==> src/rtl/discard_timer_regs.svh <==
// register offsets, field positions, reset values and timing counts of the discard timer
`ifndef DISCARD_TIMER_REGS_SVH
`define DISCARD_TIMER_REGS_SVH
`define BRIDGE_CONTROL_OFFSET 8'h3e
`define BRIDGE_CONTROL_RESET 16'h0000
`define BC_RSVD_HI 15
`define BC_RSVD_LO 12
`define BC_ERR_ENABLE_BIT 11
`define BC_FLAG_BIT 10
`define BC_INTERVAL_SEL_BIT 9
`define BC_PRIMARY_DISCARD_BIT 8
`define LONG_INTERVAL_CYCLES 16'h8000
`define SHORT_INTERVAL_CYCLES 16'h0400
`endif

==> src/rtl/discard_timer_pkg.sv <==
// types shared by the discard timer files
package discard_timer_pkg;
    typedef struct packed {
        logic err_enable;
        logic flag;
        logic interval_sel;
    } upper_ctrl_t;

    typedef enum logic [1:0] {
        ERR_SEV_NONFATAL = 2'b01,
        ERR_SEV_FATAL = 2'b10
    } err_sev_t;

    typedef struct packed {
        logic valid;
        err_sev_t severity;
    } err_msg_t;
endpackage

==> src/rtl/discard_counter.sv <==
// expiry counter for one waiting delayed completion
`timescale 1ns/1ps
`include "discard_timer_regs.svh"
module discard_counter (
    input wire logic clock,
    input wire logic rst_n,
    input wire logic pci_clk_en,
    input wire logic armed,
    input wire logic restart,
    input wire logic [15:0] limit,
    output logic expired
);
    logic [15:0] count_reg;
    logic [15:0] count_next;
    // at or past the end: a shorter interval chosen mid-wait must not wait for a wrap
    wire logic at_limit = (count_reg >= limit - 16'h0001);
    wire logic fire = armed && !restart && pci_clk_en && at_limit;

    assign count_next = (!armed || restart || fire) ? 16'h0000 :
                        pci_clk_en ? count_reg + 16'h0001 : count_reg;

    always_ff @(posedge clock) begin
        if (!rst_n) begin
            count_reg <= 16'h0000;
            expired <= 1'b0;
        end else begin
            count_reg <= count_next;
            expired <= fire;
        end
    end
endmodule

==> src/rtl/delayed_txn_discard_timer.sv <==
// upper byte of the bridge control register and the secondary discard timer
`timescale 1ns/1ps
`include "discard_timer_regs.svh"
module delayed_txn_discard_timer (
    input wire logic clock,
    input wire logic rst_n,
    input wire logic pci_clk_en,
    input wire logic cfg_wr,
    input wire logic cfg_rd,
    input wire logic [7:0] cfg_addr,
    input wire logic [1:0] cfg_be,
    input wire logic [15:0] cfg_wdata,
    output logic [15:0] cfg_rdata,
    input wire logic conventional_mode,
    input wire logic aer_supported,
    input wire logic aer_fatal_sel,
    input wire logic completion_at_head,
    input wire logic master_retried,
    input wire logic txn_retired,
    output logic discard_txn,
    output discard_timer_pkg::err_msg_t err_msg,
    output logic [7:0] lower_ctrl
);
    // ************************************
    // register decode
    // ************************************
    discard_timer_pkg::upper_ctrl_t ctrl_reg;
    discard_timer_pkg::upper_ctrl_t ctrl_next;
    logic [7:0] lower_reg;
    logic waiting_reg;
    logic expired;

    // one place for the two interval lengths, so the select decodes one way only
    function automatic logic [15:0] interval_of(input logic short_sel);
        if (short_sel) begin
            return `SHORT_INTERVAL_CYCLES;
        end else begin
            return `LONG_INTERVAL_CYCLES;
        end
    endfunction

    // fatal only where advanced reporting exists and software asked for it
    function automatic discard_timer_pkg::err_sev_t severity_of(input logic supported,
                                                                input logic fatal_sel);
        if (supported && fatal_sel) begin
            return discard_timer_pkg::ERR_SEV_FATAL;
        end else begin
            return discard_timer_pkg::ERR_SEV_NONFATAL;
        end
    endfunction

    wire logic hit = (cfg_addr == `BRIDGE_CONTROL_OFFSET);
    wire logic wr_lo = cfg_wr && hit && cfg_be[0];
    wire logic wr_hi = cfg_wr && hit && cfg_be[1];
    wire logic clear_flag = wr_hi && cfg_wdata[`BC_FLAG_BIT];
    wire logic [15:0] interval = interval_of(ctrl_reg.interval_sel);

    wire logic [15:0] reg_view = {4'h0, ctrl_reg.err_enable, ctrl_reg.flag,
                                  ctrl_reg.interval_sel, 1'b0, lower_reg};

    always_comb begin
        ctrl_next = ctrl_reg;
        if (wr_hi) begin
            ctrl_next.err_enable = cfg_wdata[`BC_ERR_ENABLE_BIT];
            ctrl_next.interval_sel = cfg_wdata[`BC_INTERVAL_SEL_BIT];
        end
        if (clear_flag) begin
            ctrl_next.flag = 1'b0;
        end
        if (expired) begin
            ctrl_next.flag = 1'b1;
        end
    end

    // ************************************
    // waiting for the master to retry
    // ************************************
    // a retry or retirement ends the wait; the head signal rearms it next time
    // limitation: a completion that leaves the head unretired keeps the wait armed
    wire logic restart_wait = master_retried || txn_retired;
    wire logic stop_wait = restart_wait || expired;
    wire logic start_wait = completion_at_head && !waiting_reg;

    discard_counter u_counter (
        .clock(clock),
        .rst_n(rst_n),
        .pci_clk_en(pci_clk_en),
        .armed(waiting_reg),
        .restart(restart_wait),
        .limit(interval),
        .expired(expired)
    );

    // severity is only selectable when advanced error reporting exists
    discard_timer_pkg::err_sev_t sev;
    assign sev = severity_of(aer_supported, aer_fatal_sel);
    wire logic send_err = expired && ctrl_reg.err_enable && conventional_mode;

    always_ff @(posedge clock) begin
        if (!rst_n) begin
            ctrl_reg <= '0;
            lower_reg <= 8'h00;
            waiting_reg <= 1'b0;
            cfg_rdata <= 16'h0000;
            discard_txn <= 1'b0;
            err_msg <= '0;
        end else begin
            ctrl_reg <= ctrl_next;
            if (wr_lo) begin
                lower_reg <= cfg_wdata[7:0];
            end
            if (stop_wait) begin
                waiting_reg <= 1'b0;
            end else if (start_wait) begin
                waiting_reg <= 1'b1;
            end
            cfg_rdata <= (cfg_rd && hit) ? reg_view : 16'h0000;
            discard_txn <= expired;
            err_msg.valid <= send_err;
            if (send_err) begin
                err_msg.severity <= sev;
            end else begin
                err_msg.severity <= discard_timer_pkg::ERR_SEV_NONFATAL;
            end
        end
    end

    assign lower_ctrl = lower_reg;

    // pulses since the wait was armed, kept apart from the expiry counter it checks
    logic [15:0] pulse_count_reg;
    always_ff @(posedge clock) begin
        if (!rst_n || !waiting_reg || restart_wait) begin
            pulse_count_reg <= 16'h0000;
        end else if (pci_clk_en) begin
            pulse_count_reg <= pulse_count_reg + 16'h0001;
        end
    end
endmodule

==> config.mk <==
export PLATFORM = sky130hd
export DESIGN_NAME = delayed_txn_discard_timer
export DESIGN_NICKNAME = d
export VERILOG_FILES = /design/src/rtl/discard_timer_pkg.sv /design/src/rtl/discard_counter.sv /design/src/rtl/delayed_txn_discard_timer.sv
export VERILOG_INCLUDE_DIRS = /design/src /design/src/rtl
export SDC_FILE = /design/constraint.sdc
export NUM_CORES = 1
export LEC_CHECK = 0
export BUFFER_PORTS_ARGS = -buffer_cell sky130_fd_sc_hd__buf_2
export CAP_MARGIN = 20
export CELL_PAD_IN_SITES_DETAIL_PLACEMENT = 1
export CELL_PAD_IN_SITES_GLOBAL_PLACEMENT = 1
export CORE_MARGIN = 5
export CORE_UTILIZATION = 38
export CTS_BUF_LIST = sky130_fd_sc_hd__clkbuf_4 sky130_fd_sc_hd__clkbuf_8 sky130_fd_sc_hd__clkbuf_16
export DETAILED_ROUTE_END_ITERATION = 16
export GPL_TIMING_DRIVEN = 0
export PLACE_DENSITY = 0.9
export REMOVE_ABC_BUFFERS = 1
export SLEW_MARGIN = 20
export SYNTH_ARGS = -nofsm -noshare
export SYNTH_HDL_FRONTEND = slang
export SYNTH_HIERARCHICAL = 1
export SYNTH_SLANG_ARGS = --single-unit
==> constraint.sdc <==
create_clock -name clock -period 3.3 [get_ports clock]
set_input_delay 0.165 -clock clock [delete_from_list [all_inputs] [get_ports clock]]
set_output_delay 0.165 -clock clock [all_outputs]
set_load 0.005 [all_outputs]
## Yosys cells after proc, flatten, opt, wreduce, memory -nomap -nowiden

Cells that the tools add are included.

- Register bits after elaboration: 49
- Logic and storage cells: 46
- Input bits: 37
- Output and inout port bits: 28

- Equal/unequal tests: 1
- Add/sub/neg operators: 2
- Reductions and logical operators: 23
- Mux-type cells: 5
- Order comparisons: 1
- Bitwise gates (word level): 1

Operators with widths:

| kind | number |
|---|---|
| 16-bit by 1-bit adder with 16-bit output (second input constant) | 1 |
| 16-bit >= comparator | 1 |
| 16-bit two-way mux | 1 |
| 16-bit by 1-bit subtractor with 16-bit output (second input constant) | 1 |
| 1-bit logical AND | 12 |
| 8-bit by 6-bit == test with 1-bit output (second input constant) | 1 |
| 1-bit logical OR | 4 |
| 2-bit AND reduction | 2 |
| 2-bit OR reduction | 2 |
| 1-bit two-way mux | 3 |
| 1-bit zero test | 2 |
| 2-bit two-way mux | 1 |
| 2-bit nonzero test | 1 |
| 1-bit inverter | 1 |

## Depth between registers and ports, before layout

- Depth after elaboration: 7
- Depth in mapped cells: 13
- Depth with buffers taken out: 12

## By module

Netlist, hierarchy kept.

Modules (own cells, without submodules):

| module | area each (µm²) | seq. area each (µm²) | instances | cells an instance |
|---|---|---|---|---|
| discard_counter | 1,336.3 | 340.3 | 1 | 159 |
| delayed_txn_discard_timer | 987.2 | 540.5 | 1 | 99 |

## Worst setup path after synthesis

OpenSTA, ideal clock, no wires.

- Path type: reg-to-reg
- From: register ctrl_reg[0] (netlist name)
- To: register u_counter.count_reg[2]
- Path slack: 279 ps
- Arrival: 2,891 ps
- Setup time: 130 ps
- Cell stages (with the launch flop): 12
- Path buffers: 1
- Required time: 3,170 ps
- Period minus slack after synthesis: 3,021 ps
- Cells stage by stage: dfxtp_1 -> or4_4 -> or3_4 -> nor4_4 -> xnor2_1 -> ha_1 -> nand4_1 -> nor3_1 -> o311ai_1 -> a31oi_2 -> buf_2 -> nor3_1

- Word-level cells in the longest chain between the ends: 6

Ends and longest elaborated chain:

| item | line | RTL |
|---|---|---|
| start: declaration | delayed_txn_discard_timer.sv:27 | `discard_timer_pkg::upper_ctrl_t ctrl_reg;` |
| start signal: assignment | delayed_txn_discard_timer.sv:108 | `ctrl_reg <= ctrl_next;` |
| 16-bit two-way mux | delayed_txn_discard_timer.sv:35 | `if (short_sel) begin` |
| 16-bit by 1-bit subtractor with 16-bit output | discard_counter.sv:16 | `wire logic at_limit = (count_reg >= limit - 16'h0001);` |
| 16-bit >= comparator | discard_counter.sv:16 |  |
| 1-bit logical AND | discard_counter.sv:17 | `wire logic fire = armed && !restart && pci_clk_en && at_limit;` |
| 1-bit logical OR | discard_counter.sv:19 | `assign count_next = (!armed \|\| restart \|\| fire) ? 16'h0000 :` |
| 2-bit OR reduction (no line) | -- |  |
| end signal: assignment | discard_counter.sv:27 | `count_reg <= count_next;` |
| end: declaration | discard_counter.sv:13 | `logic [15:0] count_reg;` |

No other way between the ends.
A chain may end at the register's enable or synchronous reset.

## Worst setup path after layout

- From: register ctrl_reg[0] (netlist name)
- To: register u_counter.expired

- Word-level cells in the longest chain between the ends: 4

Ends and longest elaborated chain:

| item | line | RTL |
|---|---|---|
| 16-bit two-way mux | delayed_txn_discard_timer.sv:35 |  |
| 16-bit by 1-bit subtractor with 16-bit output | discard_counter.sv:16 |  |
| 16-bit >= comparator | discard_counter.sv:16 |  |
| 1-bit logical AND | discard_counter.sv:17 |  |
| end signal: assignment | discard_counter.sv:28 | `expired <= fire;` |
| end: declaration | discard_counter.sv:11 | `output logic expired` |

No other way between the ends.

==> run summary <==
The count of nets left with antenna violations after detail routing is 0, and the floorplan die area is 0.00778 mm2. Detailed placement ended at an HPWL of 4880 um. The proportion of layout cells with a drive suffix above 1 came out at 0.229. After detailed routing, the number of vias per cell comes to 4.93.

Before antenna repair, the detailed router went through 4 iterations. Power density normalized to cell area: 351 mW/mm2. With fillers left out, the area of the finished cells amounts to 0.00303 mm2. The net switching share of the total power was 0.213. The logs give 422 for the total instance count after detailed placement and 3.35 ns for the endpoint arrival time on the critical path. The sequential share of power came out at 0.501.

For this run, the post-layout net count is 412. The logs give 0.760 for the final weighted congestion in routability-driven placement and 0.169 for the all-layer global routing usage. In the synthesized netlist, the number of instances is 258. The total of warnings raised by yosys was 6; the width of the chip was 88.2 um. Row generation in the floorplan step produced 28 rows. Clock-pin slew was measured on the worst setup and hold paths at 0.08 ns. Floorplan die height: 88.2 um. For the final database, setup skew stands at 0.00515 ns.

The power share of the clock group is 0.422, and the fraction of the cycle the final worst path needs is 0.958. For the routed via count, the log shows 2,135. Largest area contributor in the synthesized netlist: sky130_fd_sc_hd__dfxtp_1. The logs give 0 for the final number of hold-violating endpoints and 0.077 for the share of power burned in combinational logic.

The tools report the effective utilization at floorplan as 0.392. The internal cell power was 0.000835 W; the layout-stage area growth over the synthesis result was 30.2%. Adding up every negative setup slack in the final design gives 0 ns. The logs give 30 for the pin count of the biggest net entering global routing and 0 for the total of max-cap violations. The max-slew violation total from the final report is 0, and the fraction of synthesized cell area taken by the top area cell type is 0.379. The run gives 37 as the count of different cell masters after synthesis. In the final routed layout, each cell accounts on average for 14.5 um. The logs give 2,293 for the via count of the first global-routing pass and 2 for the maximum count of clock buffers along a single path. After global routing the overflow that remains totals 0. The count of buffers added on input and output ports is 54. Setup repair after global routing left no endpoint under its margin. The run gives 0.379 as the sequential fraction of the synthesis area. The first global-routing pass estimated 10,300 um of wire. For this block, the initial DRC count from the detailed router was 106. The tools report the worst ir drop on vdd as 0.254 mV. Worst hold-check path type: in2reg.

For the final instance count without filler cells, the log shows 433. For the fill cell total of the finished layout, the log shows 714. Most common cell in the netlist: sky130_fd_sc_hd__dfxtp_1. The register-to-register setup slack is 0.14 ns.

Summed over all nets, the switching power comes to 0.000226 W. For the pin with the worst max-slew slack, the measured transition is 0.784 ns. The worst setup path is captured at a flip-flop.

Critical path class: reg2reg. At the worst endpoint, the required time is 3.49 ns. Sorting the synthesized cells by area gives the leading types as sky130_fd_sc_hd__dfxtp_1 38%, sky130_fd_sc_hd__ha_1 9.7%, sky130_fd_sc_hd__xnor2_1 6.4%. The repair_antennas step left the layout with diodes totalling 0. The flow ran to the end, and the final reports show no timing, DRC or antenna violations.

The largest fanout on the critical path was 9; the number of enable-type register cells in the synthesized netlist was 0. The top-level I/O count was 65. After synthesis the netlist holds a flip-flop and latch count of 44. The smallest clock period supported by the final layout is computed as 3.16 ns. Summing all placed instances gives a cell area of 0.00280 mm2. The share of flip-flops with an asynchronous set or reset was 0; the number of sinks on the clock net was 44. The final routed wirelength across all metal layers was 6300 um; the final count of negative-setup-slack endpoints was 0. The number of buffers added by the clock tree synthesis step was 5. The worst-case hold slack was 0.0643 ns; the number of antenna violations at the first check in global routing was 0. Among all flip-flop cells after synthesis, the most frequent one is sky130_fd_sc_hd__dfxtp_1.

The root buffer cell chosen for the clock tree is sky130_fd_sc_hd__clkbuf_8. The floorplan step defined a core boundary enclosing 0.00592 mm2. The maximum achievable frequency came out at 316 MHz. Number of flip-flops under the largest register name: 16. The clock latency on the worst-skew pair was 0.29 ns. The worst setup path is launched from a flip-flop.

The mapped cell area is 0.00232 mm2. The DRC violation count after routing is 0, and the leakage power summed over all cells is 1.37 nW. The H-tree was split into 2 levels. After synthesis, the most frequently instantiated cells are 44 x sky130_fd_sc_hd__dfxtp_1, 37 x sky130_fd_sc_hd__nand2_1, 23 x sky130_fd_sc_hd__nor3_1.

The average instance in the mapped netlist occupies 9.01 um2. TritonCTS built the clock tree. The headroom to the max-slew limit is 0.476.
## layout by cell type, fill, tap and decap left out, types with 2 or more instances in the layout
| master | instances |
|---|---|
| sky130_fd_sc_hd__buf_2 | 54 |
| sky130_fd_sc_hd__conb_1 | 46 |
| sky130_fd_sc_hd__dfxtp_1 | 43 |
| sky130_fd_sc_hd__nand2_1 | 37 |
| sky130_fd_sc_hd__nor2_1 | 20 |
| sky130_fd_sc_hd__ha_1 | 18 |
| sky130_fd_sc_hd__nor3_1 | 17 |
| sky130_fd_sc_hd__xnor2_1 | 17 |
| sky130_fd_sc_hd__mux2i_1 | 11 |
| sky130_fd_sc_hd__xor2_1 | 11 |
| sky130_fd_sc_hd__and3_1 | 9 |
| sky130_fd_sc_hd__nand4_1 | 9 |
| sky130_fd_sc_hd__inv_1 | 7 |
| sky130_fd_sc_hd__clkbuf_8 | 7 |
| sky130_fd_sc_hd__nor3_2 | 6 |
| sky130_fd_sc_hd__a21oi_1 | 6 |
| sky130_fd_sc_hd__nand3_1 | 4 |
| sky130_fd_sc_hd__nor2b_1 | 4 |
| sky130_fd_sc_hd__o21ai_0 | 3 |
| sky130_fd_sc_hd__nor4_1 | 3 |
| sky130_fd_sc_hd__and4b_1 | 2 |
| sky130_fd_sc_hd__a31oi_1 | 2 |
| sky130_fd_sc_hd__nor4_4 | 2 |
| sky130_fd_sc_hd__nand3b_1 | 2 |
## what timing repair did
item / CTS / global route
setup endpoints to repair: 16 / 16
hold buffers: 0 / 0
resized for setup: 4 / 8
buffers inserted: 2 / 1
pin swaps: 3 / 7
## kinds of logic after synthesis
logic type,Yosys count,share of synthesized area
adder cells (fa/ha/maj),18,0.0969
AND/OR/NAND/NOR,124,0.291
AO/OA/AOI/OAI,15,0.0415
XOR/XNOR,28,0.106
buffers and inverters,17,0.0366
other,1,0.00161
multiplexers,11,0.0474
flip-flops,44,0.379
## critical path, cell delays in order (launching register included)
cell and delay (ns):
sky130_fd_sc_hd__dfxtp_2 0.35, sky130_fd_sc_hd__or4_4 0.53, sky130_fd_sc_hd__or3_4 0.37, sky130_fd_sc_hd__nor4_4 0.16, sky130_fd_sc_hd__xnor2_1 0.12, sky130_fd_sc_hd__ha_1 0.32, sky130_fd_sc_hd__nand4_1 0.18, sky130_fd_sc_hd__nor2_1 0.10
sky130_fd_sc_hd__nor4_4 0.36, sky130_fd_sc_hd__a31oi_4 0.16, sky130_fd_sc_hd__buf_12 0.18, sky130_fd_sc_hd__and4b_1 0.20
## power groups by stage
| stage | clock, W | sequential (W) | combinational (W) |
|---|---|---|---|
| 2_1_floorplan | 0 | 0.000545 | 0.0000444 |
| 3_3_place_gp | 0 | 0.000544 | 0.0000723 |
| 3_5_place_dp | 0 | 0.000544 | 0.0000772 |
| 4_1_cts | 0.000454 | 0.000532 | 0.0000777 |
| 5_1_grt | 0.000481 | 0.000532 | 0.0000936 |
| 6_report | 0.000447 | 0.000532 | 0.0000815 |
## worst paths after layout
check | start | endpoint | depth (start not counted)
worst max-delay path | ctrl_reg[0] | u_counter/expired | 11
worst min register to register | lower_ctrl[7] | cfg_rdata[7] | 2
worst min-delay path | cfg_wdata[10] | ctrl_reg[1] | 2
worst max register to register | ctrl_reg[0] | u_counter/expired | 11
## per-layer routing
| metal | share of wire | global-route usage |
|---|---|---|
| met1 | 0.39 | 0.179 |
| met2 | 0.54 | 0.316 |
| met3 | 0.066 | 0.0555 |
| met4 | 0.0076 | 0.0453 |
| met5 | 0 | 0 |
## per-stage QoR
| stage | util | setup slack [ns] | total power [W] |
|---|---|---|---|
| 6_report | 0.511 | 0.139 | 0.00106 |
| 5_1_grt | 0.511 | 0.00700 | 0.00111 |
| 4_1_cts | 0.503 | 0.00214 | 0.00106 |
| 3_5_place_dp | 0.473 | -0.370 | 0.000622 |
| 3_3_place_gp | 0.473 | -0.233 | 0.000617 |
| 2_1_floorplan | - | 0.213 | 0.000589 |
## area by class of cell
class / count / area [um2] / area share
inverter: 7 / 26.3 / 0.00868
timing repair buffer: 57 / 309 / 0.102
multi-input combinational: 242 / 1590 / 0.525
clock inverter: 1 / 30.0 / 0.00993
tap: 75 / 93.8 / 0.0310
sequential: 44 / 882 / 0.292
clock buffer: 7 / 96.3 / 0.0318
Power figures use the tool's default switching activity.
